--- config.mk ---
export PLATFORM = sky130hd
export DESIGN_NAME = flash_guard
export DESIGN_NICKNAME = d
export VERILOG_FILES = /design/src/design/flash_guard_pkg.sv /design/src/design/op_timer.sv /design/src/design/flash_guard.sv
export VERILOG_INCLUDE_DIRS = /design/src /design/src/design
export SDC_FILE = /design/constraint.sdc
export NUM_CORES = 2
export LEC_CHECK = 0
export BUFFER_PORTS_ARGS = -buffer_cell sky130_fd_sc_hd__clkbuf_2
export CAP_MARGIN = 20
export CORE_MARGIN = 2
export CORE_UTILIZATION = 55
export CTS_BUF_LIST = sky130_fd_sc_hd__clkbuf_16
export DETAILED_ROUTE_END_ITERATION = 12
export PLACE_DENSITY = 0.78
export SYNTH_ARGS = -nofsm -noshare
export SYNTH_HDL_FRONTEND = slang
export SYNTH_HIERARCHICAL = 1
export SYNTH_SLANG_ARGS = --single-unit
export TNS_END_PERCENT = 20
--- constraint.sdc ---
create_clock -name clk -period 6.36 [get_ports clk]
set_input_delay 1.272 -clock clk [delete_from_list [all_inputs] [get_ports clk]]
set_output_delay 1.272 -clock clk [all_outputs]
set_load 0.02 [all_outputs]
--- src/design/flash_guard_consts.svh ---
`ifndef FLASH_GUARD_CONSTS_SVH
`define FLASH_GUARD_CONSTS_SVH

// ---------------------------------------------------------------
// register offsets (byte addresses, one word each)
// ---------------------------------------------------------------
`define A_STATUS      8'h00
`define A_CONFIG      8'h04
`define A_GUARD_MODE  8'h08
`define A_PASS_LO     8'h0C
`define A_PASS_HI     8'h10
`define A_UNLOCK_LO   8'h14
`define A_UNLOCK_HI   8'h18
`define A_SECTOR      8'h1C
`define A_PPB_CMD     8'h20
`define A_DYB_ACCESS  8'h24
`define A_PPB_READ    8'h28
`define A_LOCK        8'h2C
`define A_ARRAY_OP    8'h30
`define A_OTP_PROG    8'h34
`define A_CFG_OTHER   8'h38
`define A_LEARN       8'h3C
`define A_PROT_READ   8'h40
`define A_ERR_CLEAR   8'h44

// ---------------------------------------------------------------
// field positions
// ---------------------------------------------------------------
`define ST_STATUS_WRITE_DISABLE       7
`define ST_PERR       6
`define ST_EERR       5
`define ST_RANGE_HI   4
`define ST_RANGE_LO   2
`define ST_WIP        0
`define CF_NV_HI      5
`define CF_NV_LO      2
`define CF_TB         5
`define CF_FREEZE     0
`define CMD_PROG      0
`define CMD_ERASE     1
`define CMD_LOCK_CLR  2
`define OTP_ADDR_W    11

// ---------------------------------------------------------------
// values and reset states
// ---------------------------------------------------------------
`define MODE_NONE     2'h3
`define MODE_PERSIST  2'h2
`define MODE_PASSWORD 2'h1
`define MODE_ILLEGAL  2'h0
`define DYB_PROTECT   8'h00
`define DYB_OPEN      8'hFF
`define PASS_RST      64'hFFFFFFFFFFFFFFFF
`define RANGE_ALL     3'h7

// ---------------------------------------------------------------
// timing
// ---------------------------------------------------------------
`define CLK_PERIOD_NS   25
`define CYC_PER_US      (1000 / `CLK_PERIOD_NS)
`define UNLOCK_DELAY_US 100
`define UNLOCK_DELAY_CYC (`UNLOCK_DELAY_US * `CYC_PER_US)
`define PROG_TIME_US    400
`define ERASE_TIME_US   2000

`endif

--- src/design/flash_guard_pkg.sv ---
package flash_guard_pkg;
	// operation sequencer states
	typedef enum {ST_IDLE, ST_OP, ST_PREPROG, ST_ERASE} op_state_t;
	// protection mode pair
	typedef logic [1:0] guard_mode_t;
endpackage

--- src/design/op_timer.sv ---
`timescale 1ns/10ps
`include "flash_guard_consts.svh"

module op_timer (
	input  wire logic        clk,     // device clock
	input  wire logic        nrst,    // sync reset, active low
	input  wire logic        start,   // load a new duration
	input  wire logic [15:0] dur_us,  // duration in microseconds
	output logic             done     // pulse at end of duration
);
	localparam int DIV = `CYC_PER_US;

	logic [7:0]  div_q;
	logic [15:0] cnt_q;
	logic        run_q;
	logic        tick;

	// microsecond enable divider
	assign tick = (div_q == 8'(DIV - 1));
	always_ff @(posedge clk)
	begin
		if (!nrst || start || tick)
			div_q <= 8'h00;
		else
			div_q <= div_q + 8'h01;
	end

	// countdown of microsecond ticks
	always_ff @(posedge clk)
	begin
		if (!nrst)
		begin
			cnt_q <= 16'h0000;
			run_q <= 1'b0;
			done  <= 1'b0;
		end
		else
		begin
			done <= 1'b0;
			if (start)
			begin
				cnt_q <= dur_us;
				run_q <= 1'b1;
			end
			else if (run_q && tick)
			begin
				cnt_q <= cnt_q - 16'h0001;
				if (cnt_q <= 16'h0001)
				begin
					run_q <= 1'b0;
					done  <= 1'b1;
				end
			end
		end
	end
endmodule

--- src/design/flash_guard.sv ---
// Our own choices: the strobed register port and the address map.
`timescale 1ns/10ps
`include "flash_guard_consts.svh"

module flash_guard
	import flash_guard_pkg::*;
#(
	parameter int          NUM_SECTORS   = 256,            // main array sectors
	parameter logic [15:0] PROG_TIME_US  = `PROG_TIME_US,  // page program time
	parameter logic [15:0] ERASE_TIME_US = `ERASE_TIME_US  // sector erase time
)(
	input  wire logic        clk,            // 40 MHz device clock
	input  wire logic        nrst,           // power-on reset, active low
	input  wire logic        wp_n_pin,       // write-protect pin, active low
	input  wire logic        hw_reset_n_pin, // hardware reset pin, active low
	input  wire logic [7:0]  addr,           // register address
	input  wire logic [31:0] wdata,          // write data
	input  wire logic        wr,             // write strobe
	input  wire logic        rd,             // read strobe
	output logic      [31:0] rdata,          // read data, cycle after rd
	output logic             write_in_progress             // write in progress
);
	import flash_guard_pkg::*;

	localparam int SEC_W = $clog2(NUM_SECTORS);

	// ---------------------------------------------------------------
	// state
	// ---------------------------------------------------------------
	logic [1:0]       wp_s_q, hwr_s_q;
	logic             status_write_disable_q, p_err_q, e_err_q, freeze_q, lock_q;
	logic [2:0]       range_q;
	logic [3:0]       cfgnv_q;
	guard_mode_t      mode_q;
	logic [63:0]      pass_q;
	logic [31:0]      unlock_lo_q;
	logic [23:0]      other_q;
	logic [7:0]       learn_q;
	logic [SEC_W-1:0] sec_q;
	logic [NUM_SECTORS-1:0] ppb_q, dyb_q, prot_vec;
	op_state_t        state_q;

	// ---------------------------------------------------------------
	// pin synchronisers
	// ---------------------------------------------------------------
	always_ff @(posedge clk)
	begin
		if (!nrst)
		begin
			wp_s_q  <= 2'h3;
			hwr_s_q <= 2'h3;
		end
		else
		begin
			wp_s_q  <= {wp_s_q[0], wp_n_pin};
			hwr_s_q <= {hwr_s_q[0], hw_reset_n_pin};
		end
	end

	// ---------------------------------------------------------------
	// decode
	// ---------------------------------------------------------------
	logic hw_rst, idle, wp_lock, mode_set, pw_mode, match, otp_valid;
	logic go_arr, go_ppb, go_mode, go_pass, go_unlock, go_otp, go_other;
	logic cfg_wr, st_wr, perr_set, eerr_set, start_op, start_pre;
	logic arr_ok, ppbp_ok, ppbe_ok, mode_ok, pass_ok, otp_ok, other_ok;
	logic [1:0]  new_mode;
	logic [15:0] op_dur, tmr_dur;
	logic        tmr_start, tmr_done;

	assign hw_rst    = !hwr_s_q[1];
	assign idle      = (state_q == ST_IDLE) && !hw_rst;
	assign wp_lock   = !wp_s_q[1] && status_write_disable_q;
	assign mode_set  = (mode_q != `MODE_NONE);
	assign pw_mode   = (mode_q == `MODE_PASSWORD);
	assign new_mode  = mode_q & wdata[2:1];
	assign match     = ({wdata, unlock_lo_q} == pass_q);
	assign otp_valid = (wdata[31:`OTP_ADDR_W] == '0);
	assign st_wr     = wr && addr == `A_STATUS && !wp_lock && !hw_rst;
	assign cfg_wr    = wr && addr == `A_CONFIG && !wp_lock && !hw_rst;
	assign go_arr    = wr && addr == `A_ARRAY_OP && idle;
	assign go_ppb    = wr && addr == `A_PPB_CMD && idle;
	assign go_mode   = wr && addr == `A_GUARD_MODE && idle;
	assign go_pass   = wr && (addr == `A_PASS_LO || addr == `A_PASS_HI) && idle;
	assign go_unlock = wr && addr == `A_UNLOCK_HI && idle && pw_mode;
	assign go_otp    = wr && addr == `A_OTP_PROG && idle && otp_valid;
	assign go_other  = wr && (addr == `A_CFG_OTHER || addr == `A_LEARN) && idle;

	assign arr_ok   = go_arr && (wdata[`CMD_PROG] || wdata[`CMD_ERASE]) && !prot_vec[sec_q];
	assign ppbp_ok  = go_ppb && wdata[`CMD_PROG] && lock_q;
	assign ppbe_ok  = go_ppb && wdata[`CMD_ERASE] && lock_q;
	assign mode_ok  = go_mode && !mode_set && new_mode != `MODE_ILLEGAL;
	assign pass_ok  = go_pass && !mode_set;
	assign otp_ok   = go_otp && !freeze_q;
	assign other_ok = go_other && !mode_set;

	// refused commands raise the error flags; out-of-range OTP addresses and commands while busy are dropped
	assign perr_set = (go_arr && wdata[`CMD_PROG] && prot_vec[sec_q])
		|| (go_ppb && wdata[`CMD_PROG] && !lock_q)
		|| (go_mode && !mode_ok)
		|| (go_pass && mode_set) || (go_other && mode_set)
		|| (cfg_wr && mode_set && wdata[`CF_NV_HI:`CF_NV_LO] != cfgnv_q)
		|| (go_unlock && !match)
		|| (go_otp && freeze_q);
	assign eerr_set = (go_arr && wdata[`CMD_ERASE] && prot_vec[sec_q])
		|| (go_ppb && wdata[`CMD_ERASE] && !lock_q);

	assign start_pre = ppbe_ok && !wdata[`CMD_PROG];
	assign start_op  = (arr_ok || ppbp_ok || mode_ok || pass_ok || otp_ok || other_ok
		|| (go_unlock && !match)) && !start_pre;
	assign op_dur    = (go_unlock) ? 16'(`UNLOCK_DELAY_US) :
		(go_arr && wdata[`CMD_ERASE]) ? ERASE_TIME_US : PROG_TIME_US;
	assign tmr_start = start_op || start_pre || (state_q == ST_PREPROG && tmr_done);
	assign tmr_dur   = (state_q == ST_PREPROG) ? ERASE_TIME_US : op_dur;

	// ---------------------------------------------------------------
	// protection map: one entry per sector
	// ---------------------------------------------------------------
	logic [SEC_W:0] range_cnt;
	assign range_cnt = (range_q == 3'h0) ? '0 :
		(SEC_W+1)'(NUM_SECTORS >> (`RANGE_ALL - range_q));
	for (genvar i = 0; i < NUM_SECTORS; i++)
	begin : g_prot
		logic in_range;
		assign in_range = cfgnv_q[`CF_TB - `CF_NV_LO]
			? ((SEC_W+1)'(i) < range_cnt)
			: ((SEC_W+1)'(i) >= (SEC_W+1)'(NUM_SECTORS) - range_cnt);
		assign prot_vec[i] = in_range || !ppb_q[i] || !dyb_q[i];
	end

	// ---------------------------------------------------------------
	// status one: write disable and range bits
	// ---------------------------------------------------------------
	always_ff @(posedge clk)
	begin
		if (!nrst)
		begin
			status_write_disable_q  <= 1'b0;
			range_q <= 3'h0;
		end
		else if (st_wr)
		begin
			status_write_disable_q <= wdata[`ST_STATUS_WRITE_DISABLE];
			if (!freeze_q)
				range_q <= wdata[`ST_RANGE_HI:`ST_RANGE_LO];
		end
	end

	// ---------------------------------------------------------------
	// config one: one-time bits and freeze
	// ---------------------------------------------------------------
	always_ff @(posedge clk)
	begin
		if (!nrst)
		begin
			cfgnv_q  <= 4'h0;
			freeze_q <= 1'b0;
		end
		else if (cfg_wr)
		begin
			if (!mode_set && !freeze_q)
				cfgnv_q <= wdata[`CF_NV_HI:`CF_NV_LO];
			if (wdata[`CF_FREEZE])
				freeze_q <= 1'b1;
		end
	end

	// ---------------------------------------------------------------
	// one-time registers: mode, password, other config, pattern
	// ---------------------------------------------------------------
	always_ff @(posedge clk)
	begin
		if (!nrst)
		begin
			mode_q  <= `MODE_NONE;
			pass_q  <= `PASS_RST;
			other_q <= 24'h000000;
			learn_q <= 8'h00;
		end
		else
		begin
			if (mode_ok)
				mode_q <= new_mode;
			if (pass_ok && addr == `A_PASS_LO)
				pass_q[31:0] <= pass_q[31:0] & wdata;
			if (pass_ok && addr == `A_PASS_HI)
				pass_q[63:32] <= pass_q[63:32] & wdata;
			if (other_ok && addr == `A_CFG_OTHER)
				other_q <= wdata[23:0];
			if (other_ok && addr == `A_LEARN)
				learn_q <= wdata[7:0];
		end
	end

	// ---------------------------------------------------------------
	// error flags: a set in the clearing cycle wins
	// ---------------------------------------------------------------
	always_ff @(posedge clk)
	begin
		if (!nrst || hw_rst)
		begin
			p_err_q <= 1'b0;
			e_err_q <= 1'b0;
		end
		else
		begin
			if (perr_set)
				p_err_q <= 1'b1;
			else if (wr && addr == `A_ERR_CLEAR)
				p_err_q <= 1'b0;
			if (eerr_set)
				e_err_q <= 1'b1;
			else if (wr && addr == `A_ERR_CLEAR)
				e_err_q <= 1'b0;
		end
	end

	// ---------------------------------------------------------------
	// persistent-bit lock
	// ---------------------------------------------------------------
	always_ff @(posedge clk)
	begin
		if (!nrst)
			lock_q <= 1'b1;
		else if (hw_rst)
			lock_q <= !pw_mode;
		else if (wr && addr == `A_PPB_CMD && wdata[`CMD_LOCK_CLR])
			lock_q <= 1'b0;
		else if (go_unlock && match)
			lock_q <= 1'b1;
	end

	// ---------------------------------------------------------------
	// sector address, persistent and dynamic bits
	// ---------------------------------------------------------------
	always_ff @(posedge clk)
	begin
		if (!nrst)
			sec_q <= '0;
		else if (wr && addr == `A_SECTOR)
			sec_q <= wdata[SEC_W-1:0];
	end

	// low half of an unlock attempt, compared when the high half arrives
	always_ff @(posedge clk)
	begin
		if (!nrst)
			unlock_lo_q <= 32'h00000000;
		else if (wr && addr == `A_UNLOCK_LO)
			unlock_lo_q <= wdata;
	end

	always_ff @(posedge clk)
	begin
		if (!nrst)
			ppb_q <= '1;
		else if (ppbp_ok)
			ppb_q[sec_q] <= 1'b0;
		else if (state_q == ST_PREPROG && tmr_done)
			ppb_q <= '0;
		else if (state_q == ST_ERASE && tmr_done)
			ppb_q <= '1;
	end

	always_ff @(posedge clk)
	begin
		if (!nrst || hw_rst)
			dyb_q <= '1;
		else if (wr && addr == `A_DYB_ACCESS && wdata[7:0] == `DYB_PROTECT)
			dyb_q[sec_q] <= 1'b0;
		else if (wr && addr == `A_DYB_ACCESS && wdata[7:0] == `DYB_OPEN)
			dyb_q[sec_q] <= 1'b1;
	end

	// ---------------------------------------------------------------
	// operation sequencer and busy flag
	// ---------------------------------------------------------------
	always_ff @(posedge clk)
	begin
		if (!nrst || hw_rst)
			state_q <= ST_IDLE;
		else
			case (state_q)
				ST_IDLE:
					if (start_pre)
						state_q <= ST_PREPROG;
					else if (start_op)
						state_q <= ST_OP;
				ST_OP:
					if (tmr_done)
						state_q <= ST_IDLE;
				ST_PREPROG:
					if (tmr_done)
						state_q <= ST_ERASE;
				ST_ERASE:
					if (tmr_done)
						state_q <= ST_IDLE;
				default:
					state_q <= ST_IDLE;
			endcase
	end

	always_ff @(posedge clk)
	begin
		if (!nrst || hw_rst)
			write_in_progress <= 1'b0;
		else
			// busy stays up across the handover from preprogram to erase
			write_in_progress <= (state_q == ST_PREPROG) || (state_q != ST_IDLE && !tmr_done)
				|| start_op || start_pre;
	end

	op_timer u_timer (
		.clk    (clk),
		.nrst   (nrst),
		.start  (tmr_start),
		.dur_us (tmr_dur),
		.done   (tmr_done)
	);

	// ---------------------------------------------------------------
	// read port
	// ---------------------------------------------------------------
	always_ff @(posedge clk)
	begin
		if (!nrst || !rd)
			rdata <= 32'h00000000;
		else
			case (addr)
				`A_STATUS:     rdata <= {24'h0, status_write_disable_q, p_err_q, e_err_q, range_q, 1'b0, write_in_progress};
				`A_CONFIG:     rdata <= {26'h0, cfgnv_q, 1'b0, freeze_q};
				`A_GUARD_MODE: rdata <= {29'h0, mode_q, 1'b1};
				`A_PASS_LO:    rdata <= pw_mode ? 32'hFFFFFFFF : pass_q[31:0];
				`A_PASS_HI:    rdata <= pw_mode ? 32'hFFFFFFFF : pass_q[63:32];
				`A_SECTOR:     rdata <= 32'(sec_q);
				`A_DYB_ACCESS: rdata <= dyb_q[sec_q] ? 32'h000000FF : 32'h00000000;
				`A_PPB_READ:   rdata <= ppb_q[sec_q] ? 32'h000000FF : 32'h00000000;
				`A_LOCK:       rdata <= {31'h0, lock_q};
				`A_CFG_OTHER:  rdata <= {8'h0, other_q};
				`A_LEARN:      rdata <= {24'h0, learn_q};
				`A_PROT_READ:  rdata <= {31'h0, prot_vec[sec_q]};
				default:       rdata <= 32'h00000000;
			endcase
	end
endmodule

Word-level counts from Yosys, hierarchy flattened
Index checks and enable logic that the tools add are counted.
- $add $sub $neg: 4
- order comparisons: 515
- eq/ne operators: 32
- shifts and indexed selects: 1
- mux-type cells: 295
- bitwise logic cells: 10
- reductions and logical operators: 1154
- operators by type and width (operator ; count):
    $mux 256 ; 5
    $ge 8x9->1 const A ; 128
    $lt 8x9->1 const A ; 128
    $ge 7x9->1 const A ; 64
    $lt 7x9->1 const A ; 64
    $logic_or 1x1->1 ; 538
    $logic_not 1->1 ; 527
    $and 256x256->256 ; 2
    $pmux 32 s12 ; 1
    $ge 6x9->1 const A ; 32
    $lt 6x9->1 const A ; 32
    $mux 1 ; 270
    $not 256->256 ; 1
    $or 256x256->256 ; 1
    $mux 32 ; 6
    $ge 5x9->1 const A ; 16
    $lt 5x9->1 const A ; 16
    $pmux 32 s3 ; 1
    $eq 8x6->1 const B ; 9
    $ge 4x9->1 const A ; 8
    $lt 4x9->1 const A ; 8
    $logic_and 1x1->1 ; 68
    $and 32x32->32 ; 2
    $eq 32x2->1 const B ; 2
    other kinds (47) ; 82
- register bits: 757
- input port bits: 46
- output and inout bits: 33
- word-level logic and storage cells: 2036

Logic depth before layout (Yosys ltp)
- depth after elaboration: 23
- mapped depth: 23
- gate-level depth less buffers: 17

By module
The synthesis kept the hierarchy.
- modules (own cells, without submodules) (module ; times used ; cells each ; area each (sq um) ; sequential area each (sq um)):
    flash_guard ; 1 ; 3975 ; 34610.7 ; 14033.5
    op_timer ; 1 ; 144 ; 1302.5 ; 520.5

Worst setup path after synthesis
OpenSTA, ideal clock, no wires.
- path kind: register -> register
- from: register range_q[1]
- to: register u_timer.cnt_q[10]
- library setup time: 0.134 ns
- data arrival time: 3.911 ns
- data required time: 6.226 ns
- slack: 2.315 ns
- stages on the path, launching flop included: 22
- path buffers: 7
- period minus slack after synthesis: 4.045 ns
- cell sequence: dfxtp_1 buf_2 buf_2 clkbuf_1 inv_1 nor3_1 inv_1 ha_1 buf_2 buf_2 buf_1 nor3_1 mux2_2 o311ai_0 nand4b_1 nor2_1 nand4_1 nand3b_1 inv_1 dlygate4sd1_1 o21ai_0 a31oi_1
- longest elaborated chain between the ends: 22
- elaborated cells on any way between the ends: 1300
- those cells by class: add/sub: 2; order compare: 512; shift: 1; mux: 260; reduce/logical: 525
- ends and longest elaborated chain (item ; RTL line ; text):
    from (decl) ; flash_guard.sv:32 ; logic [2:0] range_q;
    from (signal assigned) ; flash_guard.sv:145 ; range_q <= wdata[`ST_RANGE_HI:`ST_RANGE_LO];
    $sub 3x3->3 (no line) ; - ;
    $shr 9x3->9 ; flash_guard.sv:121 ; (SEC_W+1)'(NUM_SECTORS >> (`RANGE_ALL - range_q));
    $mux 9 (*) ; flash_guard.sv:120 ; assign range_cnt = (range_q == 3'h0) ? '0 :
    $sub 9x9->9 ; flash_guard.sv:127 ; : ((SEC_W+1)'(i) >= (SEC_W+1)'(NUM_SECTORS) - range_cnt);
    $ge 1x9->1 (tied with other cells) ; flash_guard.sv:127 ;
    $mux 1 ; flash_guard.sv:125 ; assign in_range = cfgnv_q[`CF_TB - `CF_NV_LO]
    $logic_or 1x1->1 (2 in series) ; flash_guard.sv:128 ; assign prot_vec[i] = in_range || !ppb_q[i] || !dyb_q[i];
    $bmux 1 s8 (*) ; flash_guard.sv:89 ; assign arr_ok = go_arr && (wdata[`CMD_PROG] || wdata[`CMD_ERASE]) && !prot_vec[sec_q];
    $mux 1 (not written as such) (*) ; flash_guard.sv:89 ;
    $logic_not 1->1 (*) ; flash_guard.sv:89 ;
    $logic_and 1x1->1 (*) ; flash_guard.sv:89 ;
    $logic_or 1x1->1 (*) (5 in series) ; flash_guard.sv:109 ; assign start_op = (arr_ok || ppbp_ok || mode_ok || pass_ok || otp_ok || other_ok
    $logic_or 1x1->1 (*) ; flash_guard.sv:110 ; || (go_unlock && !match)) && !start_pre;
    $logic_and 1x1->1 (*) ; flash_guard.sv:110 ;
    $logic_or 1x1->1 (*) (2 in series) ; flash_guard.sv:113 ; assign tmr_start = start_op || start_pre || (state_q == ST_PREPROG && tmr_done);
    named net tmr_start ; flash_guard.sv:69 ; logic tmr_start, tmr_done;
    $mux 16 / $reduce_bool 2->1 (equally long branches) ; - ;
    to (signal assigned) ; op_timer.sv:42 ; cnt_q <= dur_us;
    to (signal assigned) ; op_timer.sv:47 ; cnt_q <= cnt_q - 16'h0001;
    to (decl) ; op_timer.sv:14 ; logic [15:0] cnt_q;
Mark *: on every way through the listed nets, which the timed path passes. The rest lies on a longest branch. The select of a mux whose other input is x is not followed.
A chain may end at the register's enable or synchronous reset.

Worst setup path in the final report
- from: register range_q[0]
- to: register u_timer.div_q[7]
- longest elaborated chain between the ends: 23
- elaborated cells on any way between the ends: 1300
- those cells by class: add/sub: 2; order compare: 512; shift: 1; mux: 259; reduce/logical: 526
- ends and longest elaborated chain (item ; RTL line ; text):
    $sub 3x3->3 (no line) ; - ;
    $shr 9x3->9 ; flash_guard.sv:121 ;
    $mux 9 (*) ; flash_guard.sv:120 ;
    $sub 9x9->9 ; flash_guard.sv:127 ;
    $ge 1x9->1 (tied with other cells) ; flash_guard.sv:127 ;
    $mux 1 ; flash_guard.sv:125 ;
    $logic_or 1x1->1 (2 in series) ; flash_guard.sv:128 ;
    $bmux 1 s8 (*) ; flash_guard.sv:89 ;
    $mux 1 (not written as such) (*) ; flash_guard.sv:89 ;
    $logic_not 1->1 (*) ; flash_guard.sv:89 ;
    $logic_and 1x1->1 (*) ; flash_guard.sv:89 ;
    $logic_or 1x1->1 (*) (5 in series) ; flash_guard.sv:109 ;
    $logic_or 1x1->1 (*) ; flash_guard.sv:110 ;
    $logic_and 1x1->1 (*) ; flash_guard.sv:110 ;
    $logic_or 1x1->1 (*) (2 in series) ; flash_guard.sv:113 ;
    named net tmr_start ; flash_guard.sv:69 ;
    $logic_or 1x1->1 (*) (2 in series) ; op_timer.sv:22 ; if (!nrst || start || tick)
    to (signal assigned) ; op_timer.sv:25 ; div_q <= div_q + 8'h01;
    to (decl) ; op_timer.sv:13 ; logic [7:0] div_q;
Marked as above.

==> impl_results.md <==
* Status: complete, but fails checks
* Failing checks: max-slew violations
* Crit path arrival time at 5990 ps
* Top cells by area, synth: dfxtp_1, nand2_1, o211ai_1
* Final Cycle Share at 0.854
* # port buffers at 78
* Logic pwr share at 0.022
* Top-count cell post-synth: nand2_1
* Max_cap viols at 0
* Worst Setup EP: u_timer/div_q[7]$_SDFF_PP0_
* Main flop type after synthesis: dfxtp_1
* Initial DRC count at 5991
* H-Tree Depth at 3
* Seq cells post-synth at 727
* Seq/Total Area, Yosys at 0.405
* Pleak at 13.3 nW
* Crit path max fanout at 32
* Top cells by instance count after synthesis: nand2_1, dfxtp_1, o21ai_0
* # clock sinks at around 730
* Reg2Reg Capture Point: u_timer/div_q[7]$_SDFF_PP0_
* Sw frac at 0.226
* Final GP Congestion at ~1.1
* Critical path's slowest cell: dfxtp_1
* RSZ-0062 raised after global routing: no
* Via count of the routed design at roughly 35000
* GRT Overall Usage at 0.380
* Final setup vio count at 0
* Avg Inst Size Synth at between 8 and 9 um^2
* Initial core utilization at 0.557
* Clock buffer depth at 3
* Clock power share at 0.485
* Worst Max-Slew Pin Slew at 1670 ps
* CP Class: reg -> reg
* NetSw at between 0.002 and 0.0025 W
* Die width at 260 um
* Synth Instances at 4119
* Synth top area share at 0.405
* Part of the power in registers at 0.493
* Area leader, netlist: dfxtp_1
* Synth Cell Area at ~36000 um^2
* CP Cell Sequence: nor2b_1, nand2_1, ha_1, or4_1, o21ai_0, a21o_1, or4_1, o311ai_0, nand4b_1, nor2_1, nand4_1, nand3b_1, inv_1, nand2_1, a21o_1, nor2_1
* # nets final at 4028
* Antenna-violating nets left at 0
* CP Buf/Inv Count at 1
* Layout Skew at between 20 and 30 ps
* Routed wire length at 131000 um
* Post-layout util at 0.604
* Internal at 0.00716 W
* Core area at 64500 um^2
* Cts bufs inserted at 79
* Total grt overflow at 0
* Startpoint Class: flop
* Crit Reg-Reg Startpoint: range_q[0]$_SDFFE_PN0P_
* WP data required at 6910 ps
* Synth warn at 6
* CP peak stage delay at ~800 ps
* Largest delay contributor family on the critical path: simple AND/OR/NAND/NOR gates
* Cell Rows at 93
* Distinct cells, synth at between 90 and 100
* Hold crit path type: reg -> reg
* Slew HR at -0.117
* 1st-pass router iterations at 10
* Share of cells above drive strength 1 at 0.110
* Max Fclk at 184 MHz
* CP Depth at 16
* Worst vdd ir at between 0.2 and 0.25 mV
* Worst-path clk slew at roughly 60 ps
* Vias in the first global route at 32600
* Tmin final at ~5400 ps
* Post-synth EDFFs at 0
* Detailed placement HPWL at 82300 um
* CP Capture Type: flop
* Hold Buf Count CTS at 0
* DRC errors left at 0
* Critical Path Start: range_q[0]$_SDFFE_PN0P_
* Worst reg2reg path depth at 16
* Die Area at between 60000 and 70000 um^2
* Worst R2R Setup Slack at 930 ps
* Clock root buffer: clkbuf_16
* Io pins at 79
* Vias per cell at 7.24
* PostCTS Resize Cnt at 0
* CTS tree: built
* Initial antenna violation count at 5
* Routed len/inst at 27.0 um
* Buffer count from post-CTS setup fixing at 0
* Cell area power density at 238 nW/um^2
* Fin Setup TNS at 0 ps
* Async SR Flop Fraction at 0
* Die height at 260 um
* Largest net degree at the start of global routing at between 200 and 250
* First-pass GRT wire length at 199000 um
* Clk_lat worst skew at 640 ps
* Area delta synth->final at 8.34%
* Fin. Hold Viols at 0
* Fin. max-slew vios at 121
==> layout by cell type, fill, tap and decap left out, types with 13 or more instances in the layout <==
cell type / n
a31oi_1: 57
o22ai_1: 20
or4_1: 13
buf_4: 86
o311ai_0: 233
a221o_1: 14
clkbuf_2: 77
clkinv_1: 13
nor3_1: 24
and3_1: 16
a21oi_1: 113
mux2i_1: 107
inv_1: 37
nor2_1: 99
a22oi_1: 67
nand3_1: 206
a221oi_1: 17
nor4_1: 27
o211ai_1: 318
mux4_2: 88
o21ai_0: 355
nand2b_1: 20
nand2_1: 738
xnor2_1: 23
clkinv_2: 16
dfxtp_1: 723
nand4_1: 41
xor2_1: 26
clkbuf_16: 83
nor2b_1: 20
o31ai_1: 13
ha_1: 38
==> worst register-to-register path: cells and delay by family, from the launching register on <==
kind	cells	cell delay [ps]
and+or+nand+nor	10	2240
buffers and inverters	1	650
DFF	1	790
adders and majority gates	1	350
AOI/OAI and AO/OA	4	1340
==> layout make-up <==
cell class	count	area, um^2
fillers	5527	25600
clock buffers	83	2080
repair buffers	173	1210
diodes	4	10.0
flip-flops and latches	727	14600
well taps	855	1070
clock inverters	59	410
multi-input cells	2943	19500
inverters	20	75.1
==> worst min-delay path by stage <==
stage / depth (start not counted) / end / startpoint / slack [ps]
4_1_cts: 1 / hwr_s_q[1]$_SDFF_PN1_ / hwr_s_q[0]$_SDFF_PN1_ / 430
5_1_grt: 1 / hwr_s_q[1]$_SDFF_PN1_ / hwr_s_q[0]$_SDFF_PN1_ / 450
2_1_floorplan: 1 / hwr_s_q[1]$_SDFF_PN1_ / hwr_s_q[0]$_SDFF_PN1_ / 390
3_5_place_dp: 1 / hwr_s_q[1]$_SDFF_PN1_ / hwr_s_q[0]$_SDFF_PN1_ / 390
3_3_place_gp: 1 / wp_s_q[1]$_SDFF_PN1_ / wp_s_q[0]$_SDFF_PN1_ / 400
6_report: 1 / wp_s_q[1]$_SDFF_PN1_ / wp_s_q[0]$_SDFF_PN1_ / 430
==> per-layer routing <==
metal / routed length [um] / GRT usage / up-vias / share of wire
li1: - / - / 15300 / -
met1: 50100 / 0.503 / 16700 / 0.38
met2: 54600 / 0.547 / 2596 / 0.42
met3: 18700 / 0.128 / 602 / 0.14
met4: 8030 / 0.204 / 2 / 0.061
met5: 16 / 0 / - / 0.00012
==> kinds of logic (layout without fill, tap and decap cells) <==
logic type / after synthesis / after routing / share of synthesized area
XOR/XNOR: 49 / 49 / 0.0119
adder cells (fa/ha/maj): 40 / 40 / 0.0138
buffers and inverters: 456 / 335 / 0.0564
other: 1 / 12 / 0.000104
multiplexers: 206 / 206 / 0.0893
flip-flops: 727 / 727 / 0.405
AND/OR/NAND/NOR: 1314 / 1314 / 0.167
AO/OA/AOI/OAI: 1326 / 1326 / 0.256
==> stage by stage <==
stage          hold WS [ps]  setup slack (ps)  total power [W]  std cells  instance area [um^2]
2_1_floorplan           386              2310          0.00478       4126                 35900
3_3_place_gp            400              1290          0.00486       4714                 36400
3_5_place_dp            394              1100          0.00486       4717                 36400
4_1_cts                 431              1040          0.00925       4859                 38900
5_1_grt                 451               524          0.00944       4860                 38900
6_report                427               928          0.00925       4864                 38900
==> power groups by stage <==
| stage | clock network (W) | registers [W] | logic [W] |
|---|---|---|---|
| 2_1_floorplan | 0 | 0.00466 | 0.000114 |
| 4_1_cts | 0.00449 | 0.00456 | 0.000193 |
| 3_3_place_gp | 0 | 0.00467 | 0.000190 |
| 6_report | 0.00449 | 0.00456 | 0.000200 |
| 3_5_place_dp | 0 | 0.00467 | 0.000191 |
| 5_1_grt | 0.00467 | 0.00456 | 0.000212 |
Power figures use the tool's default switching activity.
